`config.mk`:
```
export PLATFORM = sky130hd
export DESIGN_NAME = mpx_exec
export DESIGN_NICKNAME = d
export VERILOG_FILES = /design/src/mpx_pkg.sv /design/src/mpx_exec.sv
export SDC_FILE = /design/constraint.sdc
export NUM_CORES = 1
export LEC_CHECK = 0
export CAP_MARGIN = 30
export CELL_PAD_IN_SITES_DETAIL_PLACEMENT = 1
export CELL_PAD_IN_SITES_GLOBAL_PLACEMENT = 2
export CORE_AREA = 2 2 241 243
export DETAILED_ROUTE_END_ITERATION = 16
export DIE_AREA = 0 0 243 245
export DONT_BUFFER_PORTS = 1
export PLACE_DENSITY = 0.85
export SETUP_SLACK_MARGIN = 0.4
export SLEW_MARGIN = 25
export SYNTH_ARGS = -nofsm -noshare
export SYNTH_HDL_FRONTEND = slang
export SYNTH_SLANG_ARGS = --single-unit
```
`constraint.sdc`:
```
create_clock -name aclk -period 8.3 [get_ports aclk]
set_input_delay 1.245 -clock aclk [delete_from_list [all_inputs] [get_ports aclk]]
set_output_delay 1.245 -clock aclk [all_outputs]
set_load 0.03 [all_outputs]
```
`src/mpx_pkg.sv`:
```
// Purpose: shared constants for the multiply / port input / increment / block input unit
// Assumes: 16-bit core, AXI4-Lite register access with 32-bit data
// Notes: register offsets are byte addresses
package mpx_pkg;
  localparam logic [7:0] MPX_OFF_CTRL = 8'h00;
  localparam logic [7:0] MPX_OFF_ACC = 8'h04;
  localparam logic [7:0] MPX_OFF_PHW = 8'h08;
  localparam logic [7:0] MPX_OFF_DPTR = 8'h0c;
  localparam logic [7:0] MPX_OFF_XSEG = 8'h10;
  localparam logic [7:0] MPX_OFF_CX = 8'h14;
  localparam logic [7:0] MPX_OFF_SRC = 8'h18;
  localparam logic [7:0] MPX_OFF_FLAGS = 8'h1c;
  localparam logic [7:0] MPX_OFF_STAT = 8'h20;
  // ctrl fields
  localparam int MPX_CTL_GO = 0;
  localparam int MPX_CTL_WORD = 1;
  localparam int MPX_CTL_IMM = 2;
  localparam int MPX_CTL_REP = 3;
  localparam int MPX_CTL_OP_LO = 4;
  localparam int MPX_CTL_PORT_LO = 8;
  // op codes
  localparam logic [1:0] MPX_OP_MUL = 2'h0;
  localparam logic [1:0] MPX_OP_IN = 2'h1;
  localparam logic [1:0] MPX_OP_INC = 2'h2;
  localparam logic [1:0] MPX_OP_BLK = 2'h3;
  // flag bit positions in the flags word
  localparam int MPX_F_CARRY = 0;
  localparam int MPX_F_PAR = 2;
  localparam int MPX_F_AUX = 4;
  localparam int MPX_F_ZERO = 6;
  localparam int MPX_F_SIGN = 7;
  localparam int MPX_F_TRAP = 8;
  localparam int MPX_F_IF = 9;
  localparam int MPX_F_DIR = 10;
  localparam int MPX_F_OVF = 11;
  localparam logic [15:0] MPX_FLAGS_RST = 16'h0002;
  localparam logic [1:0] MPX_RESP_OK = 2'h0;
  localparam logic [1:0] MPX_RESP_ERR = 2'h2;
  typedef enum logic [3:0] {
    MPX_IDLE = 4'h1,
    MPX_IOREQ = 4'h2,
    MPX_MEMREQ = 4'h4,
    MPX_STEP = 4'h8
  } mpx_state_e;
endpackage

```
`src/mpx_exec.sv`:
```
// Purpose: execution unit slice for signed multiply, port input, increment, block port input
// Assumes: bus interface answers io and memory requests with a one-cycle done pulse
// Notes: operands and results are held in registers reached over AXI4-Lite
`timescale 1ns/10ps
// Summary of operation
// (RQ1) byte multiply: source times low accumulator byte, 16-bit product into accumulator
// (RQ2) word multiply: source times accumulator, product high to port reg, low to accumulator
// (RQ3) multiply sets carry and overflow when upper half is not sign extension
// (RQ4) multiply leaves aux, parity, sign, zero undefined; direction, interrupt, trap kept
// (RQ5) port input loads low byte or whole accumulator word by operand size
// (RQ6) immediate port number reaches only ports 0 through 255
// (RQ7) register-held port number reaches any port 0 through 65535
// (RQ8) port input changes no flag
// (RQ9) increment adds one; updates aux, overflow, parity, sign, zero; keeps carry
// (RQ10) block input reads port from port reg, writes extra segment at dest pointer
// (RQ11) dest pointer steps 1 or 2, up if direction clear, down if set
// (RQ12) repeated block input does successive transfers, stepping per element
// (RQ13) repeated form decrements count each element, stops at zero, none if zero
module mpx_exec (
  input wire logic aclk,
  input wire logic aresetn,
  input wire logic [7:0] s_axi_awaddr,
  input wire logic s_axi_awvalid,
  output logic s_axi_awready,
  input wire logic [31:0] s_axi_wdata,
  input wire logic [3:0] s_axi_wstrb,
  input wire logic s_axi_wvalid,
  output logic s_axi_wready,
  output logic [1:0] s_axi_bresp,
  output logic s_axi_bvalid,
  input wire logic s_axi_bready,
  input wire logic [7:0] s_axi_araddr,
  input wire logic s_axi_arvalid,
  output logic s_axi_arready,
  output logic [31:0] s_axi_rdata,
  output logic [1:0] s_axi_rresp,
  output logic s_axi_rvalid,
  input wire logic s_axi_rready,
  output logic io_req,
  output logic [15:0] io_port,
  output logic io_word,
  input wire logic io_done,
  input wire logic [15:0] io_rdata,
  output logic mem_req,
  output logic [15:0] mem_seg,
  output logic [15:0] mem_off,
  output logic mem_word,
  output logic [15:0] mem_wdata,
  input wire logic mem_done,
  output logic busy
);
  import mpx_pkg::*;

  logic [15:0] accum_word;
  logic [15:0] port_or_high_word_reg;
  logic [15:0] dest_ptr_reg;
  logic [15:0] extra_seg_reg;
  logic [15:0] count_reg;
  logic [15:0] src_reg;
  logic [15:0] flags;
  logic [15:0] ctrl;
  logic [15:0] data_hold;
  logic done_sticky;
  mpx_state_e state;
  logic aw_held;
  logic w_held;
  logic [7:0] aw_addr;
  logic [31:0] w_data;
  logic wr_fire;
  logic [7:0] port_imm;
  logic carry_flag;
  logic direction_flag;
  logic overflow_flag;

  assign carry_flag = flags[MPX_F_CARRY];
  assign direction_flag = flags[MPX_F_DIR];
  assign overflow_flag = flags[MPX_F_OVF];
  assign port_imm = ctrl[MPX_CTL_PORT_LO +: 8];

  // parity of the low byte: set on even count of ones
  function automatic logic even_par(input logic [7:0] v);
    even_par = ~^v;
  endfunction

  // decode whether a byte address names a register
  function automatic logic is_mapped(input logic [7:0] a);
    is_mapped = (a == MPX_OFF_CTRL) || (a == MPX_OFF_ACC) || (a == MPX_OFF_PHW) ||
      (a == MPX_OFF_DPTR) || (a == MPX_OFF_XSEG) || (a == MPX_OFF_CX) ||
      (a == MPX_OFF_SRC) || (a == MPX_OFF_FLAGS) || (a == MPX_OFF_STAT);
  endfunction

  // write address and data are taken independently
  assign s_axi_awready = ~aw_held;
  assign s_axi_wready = ~w_held;
  assign wr_fire = aw_held && w_held && !s_axi_bvalid;

  always_ff @(posedge aclk)
  begin
    if (!aresetn)
    begin
      aw_held <= 1'b0;
      w_held <= 1'b0;
      aw_addr <= 8'h00;
      w_data <= 32'h0000_0000;
      s_axi_bvalid <= 1'b0;
      s_axi_bresp <= MPX_RESP_OK;
    end
    else
    begin
      if (s_axi_awvalid && !aw_held)
      begin
        aw_held <= 1'b1;
        aw_addr <= s_axi_awaddr;
      end
      if (s_axi_wvalid && !w_held)
      begin
        w_held <= 1'b1;
        w_data <= s_axi_wdata;
      end
      if (wr_fire)
      begin
        aw_held <= 1'b0;
        w_held <= 1'b0;
        s_axi_bvalid <= 1'b1;
        s_axi_bresp <= is_mapped(aw_addr) ? MPX_RESP_OK : MPX_RESP_ERR;
      end
      else if (s_axi_bvalid && s_axi_bready)
        s_axi_bvalid <= 1'b0;
    end
  end

  // read channel: one cycle to data
  assign s_axi_arready = ~s_axi_rvalid;
  always_ff @(posedge aclk)
  begin
    if (!aresetn)
    begin
      s_axi_rvalid <= 1'b0;
      s_axi_rdata <= 32'h0000_0000;
      s_axi_rresp <= MPX_RESP_OK;
    end
    else if (s_axi_arvalid && !s_axi_rvalid)
    begin
      s_axi_rvalid <= 1'b1;
      s_axi_rresp <= is_mapped(s_axi_araddr) ? MPX_RESP_OK : MPX_RESP_ERR;
      case (s_axi_araddr)
        MPX_OFF_CTRL: s_axi_rdata <= {16'h0000, ctrl};
        MPX_OFF_ACC: s_axi_rdata <= {16'h0000, accum_word};
        MPX_OFF_PHW: s_axi_rdata <= {16'h0000, port_or_high_word_reg};
        MPX_OFF_DPTR: s_axi_rdata <= {16'h0000, dest_ptr_reg};
        MPX_OFF_XSEG: s_axi_rdata <= {16'h0000, extra_seg_reg};
        MPX_OFF_CX: s_axi_rdata <= {16'h0000, count_reg};
        MPX_OFF_SRC: s_axi_rdata <= {16'h0000, src_reg};
        MPX_OFF_FLAGS: s_axi_rdata <= {16'h0000, flags};
        MPX_OFF_STAT: s_axi_rdata <= {30'h0000_0000, done_sticky, busy};
        default: s_axi_rdata <= 32'h0000_0000;
      endcase
    end
    else if (s_axi_rvalid && s_axi_rready)
      s_axi_rvalid <= 1'b0;
  end

  // software writes to a register when idle; byte lanes 0 and 1 only
  function automatic logic [15:0] merge(input logic [15:0] old, input logic [31:0] d,
    input logic [3:0] s);
    merge = {s[1] ? d[15:8] : old[15:8], s[0] ? d[7:0] : old[7:0]};
  endfunction

  logic sw_wr;
  assign sw_wr = wr_fire && state == MPX_IDLE;
  logic [3:0] wstrb_q;
  always_ff @(posedge aclk)
  begin
    if (!aresetn)
      wstrb_q <= 4'h0;
    else if (s_axi_wvalid && !w_held)
      wstrb_q <= s_axi_wstrb;
  end

  // multiply and increment results
  logic signed [31:0] prod_w;
  logic signed [15:0] prod_b;
  logic [15:0] inc_res;
  logic [15:0] inc_src;
  logic is_word;
  assign is_word = ctrl[MPX_CTL_WORD];
  assign prod_w = $signed(src_reg) * $signed(accum_word);
  assign prod_b = $signed(src_reg[7:0]) * $signed(accum_word[7:0]);
  assign inc_src = src_reg;
  assign inc_res = inc_src + 16'h0001;
  logic [1:0] op;
  assign op = ctrl[MPX_CTL_OP_LO +: 2];
  logic start;
  assign start = sw_wr && aw_addr == MPX_OFF_CTRL && w_data[MPX_CTL_GO] && wstrb_q[0];
  logic [1:0] start_op;
  assign start_op = w_data[MPX_CTL_OP_LO +: 2];
  logic [15:0] step;
  assign step = is_word ? 16'h0002 : 16'h0001;

  // sequencer, operands, results and flags
  always_ff @(posedge aclk)
  begin
    if (!aresetn)
    begin
      state <= MPX_IDLE;
      ctrl <= 16'h0000;
      accum_word <= 16'h0000;
      port_or_high_word_reg <= 16'h0000;
      dest_ptr_reg <= 16'h0000;
      extra_seg_reg <= 16'h0000;
      count_reg <= 16'h0000;
      src_reg <= 16'h0000;
      flags <= MPX_FLAGS_RST;
      data_hold <= 16'h0000;
      done_sticky <= 1'b0;
    end
    else
    begin
      case (state)
        MPX_IDLE:
        begin
          if (sw_wr)
          begin
            case (aw_addr)
              MPX_OFF_CTRL: ctrl <= merge(ctrl, w_data, wstrb_q) & ~16'h0001;
              MPX_OFF_ACC: accum_word <= merge(accum_word, w_data, wstrb_q);
              MPX_OFF_PHW: port_or_high_word_reg <= merge(port_or_high_word_reg, w_data, wstrb_q);
              MPX_OFF_DPTR: dest_ptr_reg <= merge(dest_ptr_reg, w_data, wstrb_q);
              MPX_OFF_XSEG: extra_seg_reg <= merge(extra_seg_reg, w_data, wstrb_q);
              MPX_OFF_CX: count_reg <= merge(count_reg, w_data, wstrb_q);
              MPX_OFF_SRC: src_reg <= merge(src_reg, w_data, wstrb_q);
              MPX_OFF_FLAGS: flags <= merge(flags, w_data, wstrb_q);
              MPX_OFF_STAT: done_sticky <= 1'b0;
              default: ;
            endcase
          end
          if (start)
          begin
            case (start_op)
              MPX_OP_MUL:
              begin
                done_sticky <= 1'b1;
                if (!w_data[MPX_CTL_WORD])
                begin
                  // (RQ1) byte product
                  accum_word <= prod_b;
                  // (RQ3) byte overflow check
                  flags[MPX_F_CARRY] <= prod_b[15:8] != {8{prod_b[7]}};
                  flags[MPX_F_OVF] <= prod_b[15:8] != {8{prod_b[7]}};
                end
                else
                begin
                  // (RQ2) word product split
                  accum_word <= prod_w[15:0];
                  port_or_high_word_reg <= prod_w[31:16];
                  // (RQ3) word overflow check
                  flags[MPX_F_CARRY] <= prod_w[31:16] != {16{prod_w[15]}};
                  flags[MPX_F_OVF] <= prod_w[31:16] != {16{prod_w[15]}};
                end
                // (RQ4) other flags left as they were
              end
              MPX_OP_INC:
              begin
                done_sticky <= 1'b1;
                // (RQ9) increment and flags, carry kept
                if (w_data[MPX_CTL_WORD])
                begin
                  src_reg <= inc_res;
                  flags[MPX_F_OVF] <= inc_src == 16'h7fff;
                  flags[MPX_F_SIGN] <= inc_res[15];
                  flags[MPX_F_ZERO] <= inc_res == 16'h0000;
                end
                else
                begin
                  src_reg[7:0] <= inc_res[7:0];
                  flags[MPX_F_OVF] <= inc_src[7:0] == 8'h7f;
                  flags[MPX_F_SIGN] <= inc_res[7];
                  flags[MPX_F_ZERO] <= inc_res[7:0] == 8'h00;
                end
                flags[MPX_F_AUX] <= inc_src[3:0] == 4'hf;
                flags[MPX_F_PAR] <= even_par(inc_res[7:0]);
              end
              MPX_OP_IN:
                state <= MPX_IOREQ;
              default:
              begin
                // (RQ13) zero count does nothing
                if (w_data[MPX_CTL_REP] && count_reg == 16'h0000)
                  done_sticky <= 1'b1;
                else
                  state <= MPX_IOREQ;
              end
            endcase
          end
        end
        MPX_IOREQ:
        begin
          if (io_done)
          begin
            if (op == MPX_OP_IN)
            begin
              // (RQ5) load by size; (RQ8) flags untouched
              if (is_word)
                accum_word <= io_rdata;
              else
                accum_word[7:0] <= io_rdata[7:0];
              done_sticky <= 1'b1;
              state <= MPX_IDLE;
            end
            else
            begin
              data_hold <= io_rdata;
              state <= MPX_MEMREQ;
            end
          end
        end
        MPX_MEMREQ:
          if (mem_done)
            state <= MPX_STEP;
        MPX_STEP:
        begin
          // (RQ11) pointer step by size and direction
          dest_ptr_reg <= direction_flag ? dest_ptr_reg - step : dest_ptr_reg + step;
          // (RQ12) (RQ13) repeat until count exhausted
          if (ctrl[MPX_CTL_REP])
          begin
            count_reg <= count_reg - 16'h0001;
            if (count_reg == 16'h0001)
            begin
              done_sticky <= 1'b1;
              state <= MPX_IDLE;
            end
            else
              state <= MPX_IOREQ;
          end
          else
          begin
            done_sticky <= 1'b1;
            state <= MPX_IDLE;
          end
        end
        default:
          state <= MPX_IDLE;
      endcase
    end
  end

  // bus interface requests
  assign busy = state != MPX_IDLE;
  assign io_req = state == MPX_IOREQ;
  // (RQ6) (RQ7) immediate reaches 0..255, register any 16-bit port
  assign io_port = (op == MPX_OP_IN && ctrl[MPX_CTL_IMM]) ? {8'h00, port_imm}
    : port_or_high_word_reg;
  assign io_word = is_word;
  // (RQ10) fixed extra segment, no override
  assign mem_req = state == MPX_MEMREQ;
  assign mem_seg = extra_seg_reg;
  assign mem_off = dest_ptr_reg;
  assign mem_word = is_word;
  assign mem_wdata = data_hold;

  // (RQ11) pointer step check
  a_ptr_step_dir: assert property (@(posedge aclk) disable iff (!aresetn) // (RQ11)
    state == MPX_STEP |=> dest_ptr_reg == ($past(direction_flag)
      ? $past(dest_ptr_reg) - $past(step) : $past(dest_ptr_reg) + $past(step)))
    else $error("pointer step wrong");
  a_mul_ovf_flag: assert property (@(posedge aclk) disable iff (!aresetn) // (RQ3)
    start && start_op == MPX_OP_MUL |=> carry_flag == overflow_flag && carry_flag ==
      (ctrl[MPX_CTL_WORD] ? port_or_high_word_reg != {16{accum_word[15]}}
      : accum_word[15:8] != {8{accum_word[7]}}))
    else $error("multiply carry and overflow differ");
  a_in_flags_kept: assert property (@(posedge aclk) disable iff (!aresetn) // (RQ8)
    state == MPX_IOREQ && op == MPX_OP_IN && !sw_wr |=> $stable(flags))
    else $error("port input changed flags");
  a_imm_port_range: assert property (@(posedge aclk) disable iff (!aresetn) // (RQ6)
    io_req && op == MPX_OP_IN && ctrl[MPX_CTL_IMM] |-> io_port[15:8] == 8'h00)
    else $error("immediate port out of range");
  a_seg_fixed: assert property (@(posedge aclk) disable iff (!aresetn) // (RQ10)
    mem_req && !mem_done |=> mem_req && $stable(mem_seg) && $stable(mem_off))
    else $error("block write address moved");
  a_inc_carry_kept: assert property (@(posedge aclk) disable iff (!aresetn) // (RQ9)
    start && start_op == MPX_OP_INC |=> carry_flag == $past(carry_flag))
    else $error("increment touched carry");
  a_rep_zero_none: assert property (@(posedge aclk) disable iff (!aresetn) // (RQ13)
    start && start_op == MPX_OP_BLK && w_data[MPX_CTL_REP] && count_reg == 16'h0000
      |=> state == MPX_IDLE)
    else $error("zero count started a transfer");
  a_rep_count_dec: assert property (@(posedge aclk) disable iff (!aresetn) // (RQ13)
    state == MPX_STEP && ctrl[MPX_CTL_REP] |=> count_reg == $past(count_reg) - 16'h0001)
    else $error("count not decremented");
endmodule

```
==> impl_metrics.csv, run 1 <==
group,metric,value,unit
clock_network,cts_buffers,17,
place,place_inst,3406,
worst_setup_path,critPathArrivalTime,7.88,ns
global_route,gr-total-overflow,0,
power_and_ir_drop,internal_power,1.791,mW
power_and_ir_drop,switching_power,1.108,mW
routing,firstDrtPassIters,6,
global_route,grt_pass1_wl,124600,µm
worst_setup_path,startpoint_type,"flip-flop",
global_route,grt_max_degree,82,
worst_setup_path,cp_max_fo,8,
clock_network,htreeDepth,4,
timing,finalHoldViolCount,0,
synthesis,syn_area_per_cell,8.432,µm²
power_and_ir_drop,power_density,118.0,nW/µm²
final_layout,fin_cells,3440,
global_route,antenna_found_initial,1,
synthesis,netlist_instances,2739,
final_layout,area_delta_synth_final,6.442,%
clock_network,cts.path.max_buffers,2,
synthesis,synth-adder-area-share,34.66,%
routing,drt-total-wl,79620,µm
die,die_x,243,µm
clock_network,cts_tree,"built",
synthesis,yosys-top-cells-count,"inv_1 (405), fa_1 (318), nand2_1 (316), nor2_1 (205), dfxtp_1 (196)",
timing,fin_setup_tns,0,ns
synthesis,synth_edf_count,0,
final_layout,fin_nets,3188,
synthesis,synth_top_area_share,27.57,%
synthesis,synthTopCellsByArea,"fa_1 (28%), dfxtp_1 (17%), ha_1 (7.1%), inv_1 (6.6%), nand2_1 (5.1%)",
final_layout,final_core_util,43.10,%
place,dp_hpwl,63050,µm
routing,drt-initial-drc-count,1150,
worst_setup_path,endpoint_kind,"flip-flop",
power_and_ir_drop,p_comb_share,27.1,%
die,die-area,59540,µm²
clock_network,insertion_delay,0.47,ns
worst_setup_path,critical-path-max-stage-delay,0.84,ns
clock_network,cts_sinks,196,
timing,finClkSkew,0.01712,ns
synthesis,syn_area,23090,µm²
synthesis,yosysSeqAreaShare,16.99,%
worst_setup_path,r2r-end,"flags[0]",
power_and_ir_drop,seqPwrFrac,40.1,%
power_and_ir_drop,power_frac_clock,32.7,%
synthesis,ys_ff_latch,196,
routing,drcViolationCount,0,
hold_path,hold_path_class,"flip-flop to flip-flop",
worst_setup_path,rr_worst_depth,22,
clock_network,hold_buffers,0,
worst_setup_path,required,8.62,ns
synthesis,synth.most_common_cell,"inv_1",
synthesis,yosys.area_share.simple,17.61,%
power_and_ir_drop,swShare,38.22,%
place,io_buffers,0,
synthesis,async_flop_share,0,%
global_route,grt_pass1_vias,21275,
timing,fmax,132.4,MHz
power_and_ir_drop,max-vdd-ir-drop,164.3,µV
worst_setup_path,crit_end,"flags[0]",
clock_network,path_clk_slew,0.08,ns
synthesis,synth_compound_area_share,14.04,%
place,finalWeightedCongestion,0.9052,
synthesis,synthMuxAreaShare,3.966,%
final_layout,antenna-diode-count,0,
synthesis,synth-xor-area-share,2.693,%
power_and_ir_drop,p_leak,11.30,nW
worst_setup_path,path_class,"flip-flop to flip-flop",
timing,grt_setup_unrepaired,"false",
worst_setup_path,r2r-start,"accum_word[13]",
routing,vias_per_cell,5.718,
synthesis,synthFlopType,"dfxtp_1",
routing,vias,19670,
timing,drv_slew,0,
clock_network,cts-root-buf,"clkbuf_16",
timing,tightest_slew,0.9915,ns
run,maxCapViolCount,0,
die,io_pins,187,
synthesis,synth_largest_area_cell,"fa_1",
clock_network,cts_setup_buffers,0,
synthesis,synth.distinct_cells,84,
die,die_y,245,µm
die,num_rows,88,
worst_setup_path,crit_start,"accum_word[13]",
run_status,status,"completed",
timing,setup_viol,0,
timing,slew_headroom,33.66,%
die,core_area,57030,µm²
worst_setup_path,cp_slowest_cell,"dfxtp_1",
routing,wl_per_cell,23.15,µm
worst_setup_path,path_cells,"nand2_1 > fa_1 > fa_1 > inv_1 > fa_1 > fa_1 > fa_1 > inv_1 > fa_1 > inv_1 > ha_1 > and3_4 > and3_1 > nand4_2 > a211oi_2 > o31ai_1 > xnor2_1 > inv_1 > or4_1 > mux2_2 > o311ai_1 > a21oi_1",
final_layout,drive_gt1_share,5.869,%
synthesis,yosysWarningCount,0,
clock_network,postCtsResizedCells,0,
global_route,grt_usage,27.05,%
worst_setup_path,worst_path_most_repeated_cell,"fa_1",
timing,min_period,7.553,ns
worst_setup_path,reg2reg_slack,0.75,ns
routing,ant_nets,0,
timing,post-route-period-util,91.00,%
synthesis,synth_top_family_by_area,"adder cells",
die,start_util,40.49,%
-- layer usage --
layer,vias up,global-route usage (%),share of wire [%]
met5,-,0,0
met4,0,8.048,2.7
met3,142,4.953,7.0
met2,579,47.08,50
met1,10215,34.16,41
li1,8734,-,-
-- cell type report --
type                    instances  area, µm²
fillers                      6891      32450
multi-input cells            1970      16980
flip-flops and latches        196       3939
inverters                     407       1530
well taps                     765      957.2
repair buffers                 70      526.8
clock buffers                  22      454.2
clock inverters                10      191.4
-- cells by family after synthesis --
logic type	Yosys count
AND/OR/NAND/NOR	864
XOR/XNOR	71
multiplexers	90
AO/OA/AOI/OAI	478
other	1
buffers and inverters	590
adder cells (fa/ha/maj)	449
flip-flops	196
-- power groups by stage --
stage	combinational (mW)	clock, mW	sequential (mW)
after detailed placement	0.771	0	1.18
after floorplan	0.575	0	1.05
after global placement	0.735	0	1.18
after CTS	0.776	0.960	1.16
final	0.787	0.949	1.16
after global routing	0.859	0.995	1.17
-- layout by cell type (no fill, tap or decap), types with 6 or more instances in the layout --
cell       synthesis  layout
inv_1            405     404
fa_1             318     318
nand2_1          316     316
nor2_1           205     203
dfxtp_1          196     184
and2_1           139     139
ha_1             131     131
a21oi_1          127     127
mux2i_1           78      78
buf_4             22      68
o21ai_0           65      65
a22oi_1           60      60
xnor2_1           57      57
nand3_1           55      55
a211oi_1          37      36
nor3_1            29      26
nand2b_1          21      21
o221ai_1          20      20
nor2b_1           20      19
conb_1             1      18
and3_1            17      17
a21o_1            17      17
a31oi_1           17      17
clkbuf_16          0      17
a221oi_1          16      16
a22o_1            16      16
xor2_1            14      14
mux2_2            12      12
a311oi_1          12      12
dfxtp_2            0      12
or3_1             11      11
o211ai_1          11      11
o21ai_1           11      11
nor4_1            10       8
o21bai_1           8       8
nand4_1            8       8
o31ai_1            7       7
or4_1              6       6
o22ai_1            6       6
-- how the worst min path moves through the flow --
stage / start / end / slack [ns] / depth (start not counted)
after global routing: flags[2] / flags[2] / 0.51 / 2
after CTS: flags[2] / flags[2] / 0.48 / 2
after floorplan: flags[2] / flags[2] / 0.43 / 2
final: flags[2] / flags[2] / 0.48 / 2
after global placement: flags[2] / flags[2] / 0.44 / 2
after detailed placement: flags[2] / flags[2] / 0.46 / 2
-- metrics by stage --
stage | total power, mW | cell area, µm² | worst slack, ns | hold WS [ns]
after floorplan | 1.628 | 23160 | 1.155 | 0.4316
after global placement | 1.910 | 23860 | 0.6861 | 0.4442
after detailed placement | 1.949 | 23900 | 0.5659 | 0.4561
after CTS | 2.894 | 24550 | 0.5272 | 0.4795
after global routing | 3.020 | 24580 | 0.4181 | 0.5089
final | 2.900 | 24580 | 0.7472 | 0.4793
-- worst max-delay path, delay by kind of cell (launching register included) --
kind	cells	cell delay (ns)
AO/OA/AOI/OAI	4	0.98
XOR/XNOR	1	0.22
adder cells (fa/ha/maj)	7	3.47
buffers and inverters	4	0.23
flip-flops	1	0.84
multiplexers	1	0.33
AND/OR/NAND/NOR	5	1.35
Power figures use the tool's default switching activity.
==> run 2: changes to the inputs <==
==> constraint.sdc (replaced) <==
create_clock -name aclk -period 8.3 [get_ports aclk]
set_input_delay 1.66 -clock aclk [delete_from_list [all_inputs] [get_ports aclk]]
set_output_delay 1.66 -clock aclk [all_outputs]
set_load 0.03 [all_outputs]
==> run 2 against run 1 <==
Global-route usage is essentially flat; register-to-register slack lost 0.05 ns; clock power shrank 9.4%; critical endpoint unchanged; largest power group unchanged.
==> impl_metrics.csv, run 2 (synthesized netlist as in run 1, its figures left out) <==
group,metric,value,unit
final_layout,fin_nets,3189,
global_route,grt_usage,27.06,%
final_layout,drive_gt1_share,6.016,%
routing,drt-total-wl,79620,µm
timing,tightest_slew,1.045,ns
timing,finClkSkew,0.01600,ns
routing,drcViolationCount,0,
power_and_ir_drop,power_density,114.1,nW/µm²
die,io_pins,187,
timing,fmax,131.5,MHz
worst_setup_path,r2r-start,"inc_src[4]",
final_layout,area_delta_synth_final,6.165,%
timing,setup_viol,0,
power_and_ir_drop,fin_total_pwr,2.799,mW
worst_setup_path,r2r-end,"flags[0]",
clock_network,postCtsResizedCells,0,
clock_network,hold_buffers,0,
die,die_y,245,µm
global_route,gr-total-overflow,0,
worst_setup_path,crit_start,"inc_src[4]",
clock_network,htreeDepth,4,
final_layout,final_cell_mix,"inv_1 (404), fa_1 (318), nand2_1 (316), nor2_1 (204), dfxtp_1 (183)",
place,finalWeightedCongestion,0.9022,
worst_setup_path,rr_worst_depth,24,
clock_network,cts.path.max_buffers,2,
worst_setup_path,reg2reg_slack,0.70,ns
clock_network,cts-root-buf,"clkbuf_16",
worst_setup_path,startpoint_type,"flip-flop",
timing,finalHoldViolCount,0,
die,num_rows,88,
timing,slew_headroom,30.23,%
routing,ant_nets,0,
worst_setup_path,path_cells,"buf_4 > and2_1 > fa_1 > inv_1 > fa_1 > fa_1 > fa_1 > inv_1 > fa_1 > inv_1 > fa_1 > inv_1 > ha_1 > nand3_1 > a21oi_1 > a31oi_4 > a21oi_2 > o311a_1 > nor4_1 > nand4bb_1 > or4_1 > mux2_2 > o311ai_1 > a21oi_1",
timing,post-route-period-util,91.62,%
routing,wl_per_cell,23.12,µm
timing,setup_ws,0.6959,ns
run,maxCapViolCount,0,
global_route,grt_max_degree,75,
routing,vias,19485,
timing,drv_slew,0,
final_layout,final_common_cell,"inv_1",
worst_setup_path,cp_max_fo,11,
clock_network,cts_sinks,196,
timing,hold_ws,0.4753,ns
hold_path,hold_path_class,"flip-flop to flip-flop",
clock_network,cts_tree,"built",
worst_setup_path,critPathArrivalTime,7.91,ns
die,start_util,40.49,%
clock_network,insertion_delay,0.46,ns
timing,grt_setup_unrepaired,"false",
run_status,status,"completed",
die,die_x,243,µm
place,io_buffers,0,
clock_network,cts_buffers,17,
timing,fin_setup_tns,0,ns
worst_setup_path,worst_path_most_repeated_cell,"fa_1",
routing,firstDrtPassIters,7,
timing,min_period,7.604,ns
routing,drt-initial-drc-count,1148,
worst_setup_path,crit_end,"flags[0]",
die,die-area,59540,µm²
clock_network,cts_setup_buffers,0,
die,core_area,57030,µm²
global_route,antenna_found_initial,4,
worst_setup_path,required,8.61,ns
clock_network,path_clk_slew,0.08,ns
global_route,grt_pass1_wl,124000,µm
place,dp_hpwl,62770,µm
worst_setup_path,path_class,"flip-flop to flip-flop",
power_and_ir_drop,p_leak,11.27,nW
power_and_ir_drop,max-vdd-ir-drop,119.2,µV
final_layout,final_core_util,42.99,%
worst_setup_path,endpoint_kind,"flip-flop",
global_route,grt_pass1_vias,21161,
worst_setup_path,critical-path-max-stage-delay,0.72,ns
worst_setup_path,cp_slowest_cell,"dfxtp_1",
place,post-place-ws,0.5751,ns
routing,vias_per_cell,5.658,
[run 2: changes by cell type in the layout (fill, tap and decap cells not counted), sizes merged]
cell	before	now
clkinv	1	7
bufinv	5	1
clkbuf	22	18
diode	0	3
inv	410	412
buf	70	71
[run 2: where the power goes]
part	internal, mW	switching (mW)	leakage, nW	total (mW)
logic	0.255	0.526	9.40	0.781
clock network	0.425	0.435	0.283	0.860
registers	0.988	0.169	1.59	1.16
total	1.67	1.13	11.3	2.80
[run 2: worst min-delay path by stage]
stage	cells past startpoint	slack, ns	end	start
floorplan	2	0.43	flags[2]	flags[2]
global placement	2	0.45	flags[2]	flags[2]
detailed placement	2	0.46	flags[2]	flags[2]
CTS	2	0.47	flags[2]	flags[2]
global route	2	0.49	flags[2]	flags[2]
finish	2	0.48	flags[2]	flags[2]
[run 2: area by class of cell]
cell class / instances / area [µm²]
fillers: 6876 / 32520
multi-input cells: 1970 / 16980
flip-flops and latches: 196 / 3940
inverters: 407 / 1530
well taps: 765 / 957.2
repair buffers: 71 / 530.5
clock buffers: 18 / 429.2
clock inverters: 14 / 148.9
diodes: 3 / 7.507
[run 2: worst max-delay path: cells and delay by family (launching register included)]
kind / cells / cell delay, ns
and+or+nand+nor: 5 / 1.17
DFF: 1 / 0.72
buffers and inverters: 5 / 0.54
adders and majority gates: 7 / 3.24
AOI/OAI and AO/OA: 6 / 1.45
muxes: 1 / 0.32
[run 2: layer usage]
layer | vias up | GRT usage (%) | share of wire (%)
met2 | 539 | 46.09 | 49
met5 | - | 0 | 0.019
li1 | 8745 | - | -
met4 | 2 | 7.705 | 2.6
met1 | 10078 | 34.53 | 42
met3 | 121 | 5.915 | 6.8
[run 2: metrics by stage]
step	cell area, µm²	std cells
after floorplan	23160	2756
after global placement	23870	3403
after detailed placement	23890	3406
final	24520	3444
after CTS	24470	3438
after global routing	24510	3442
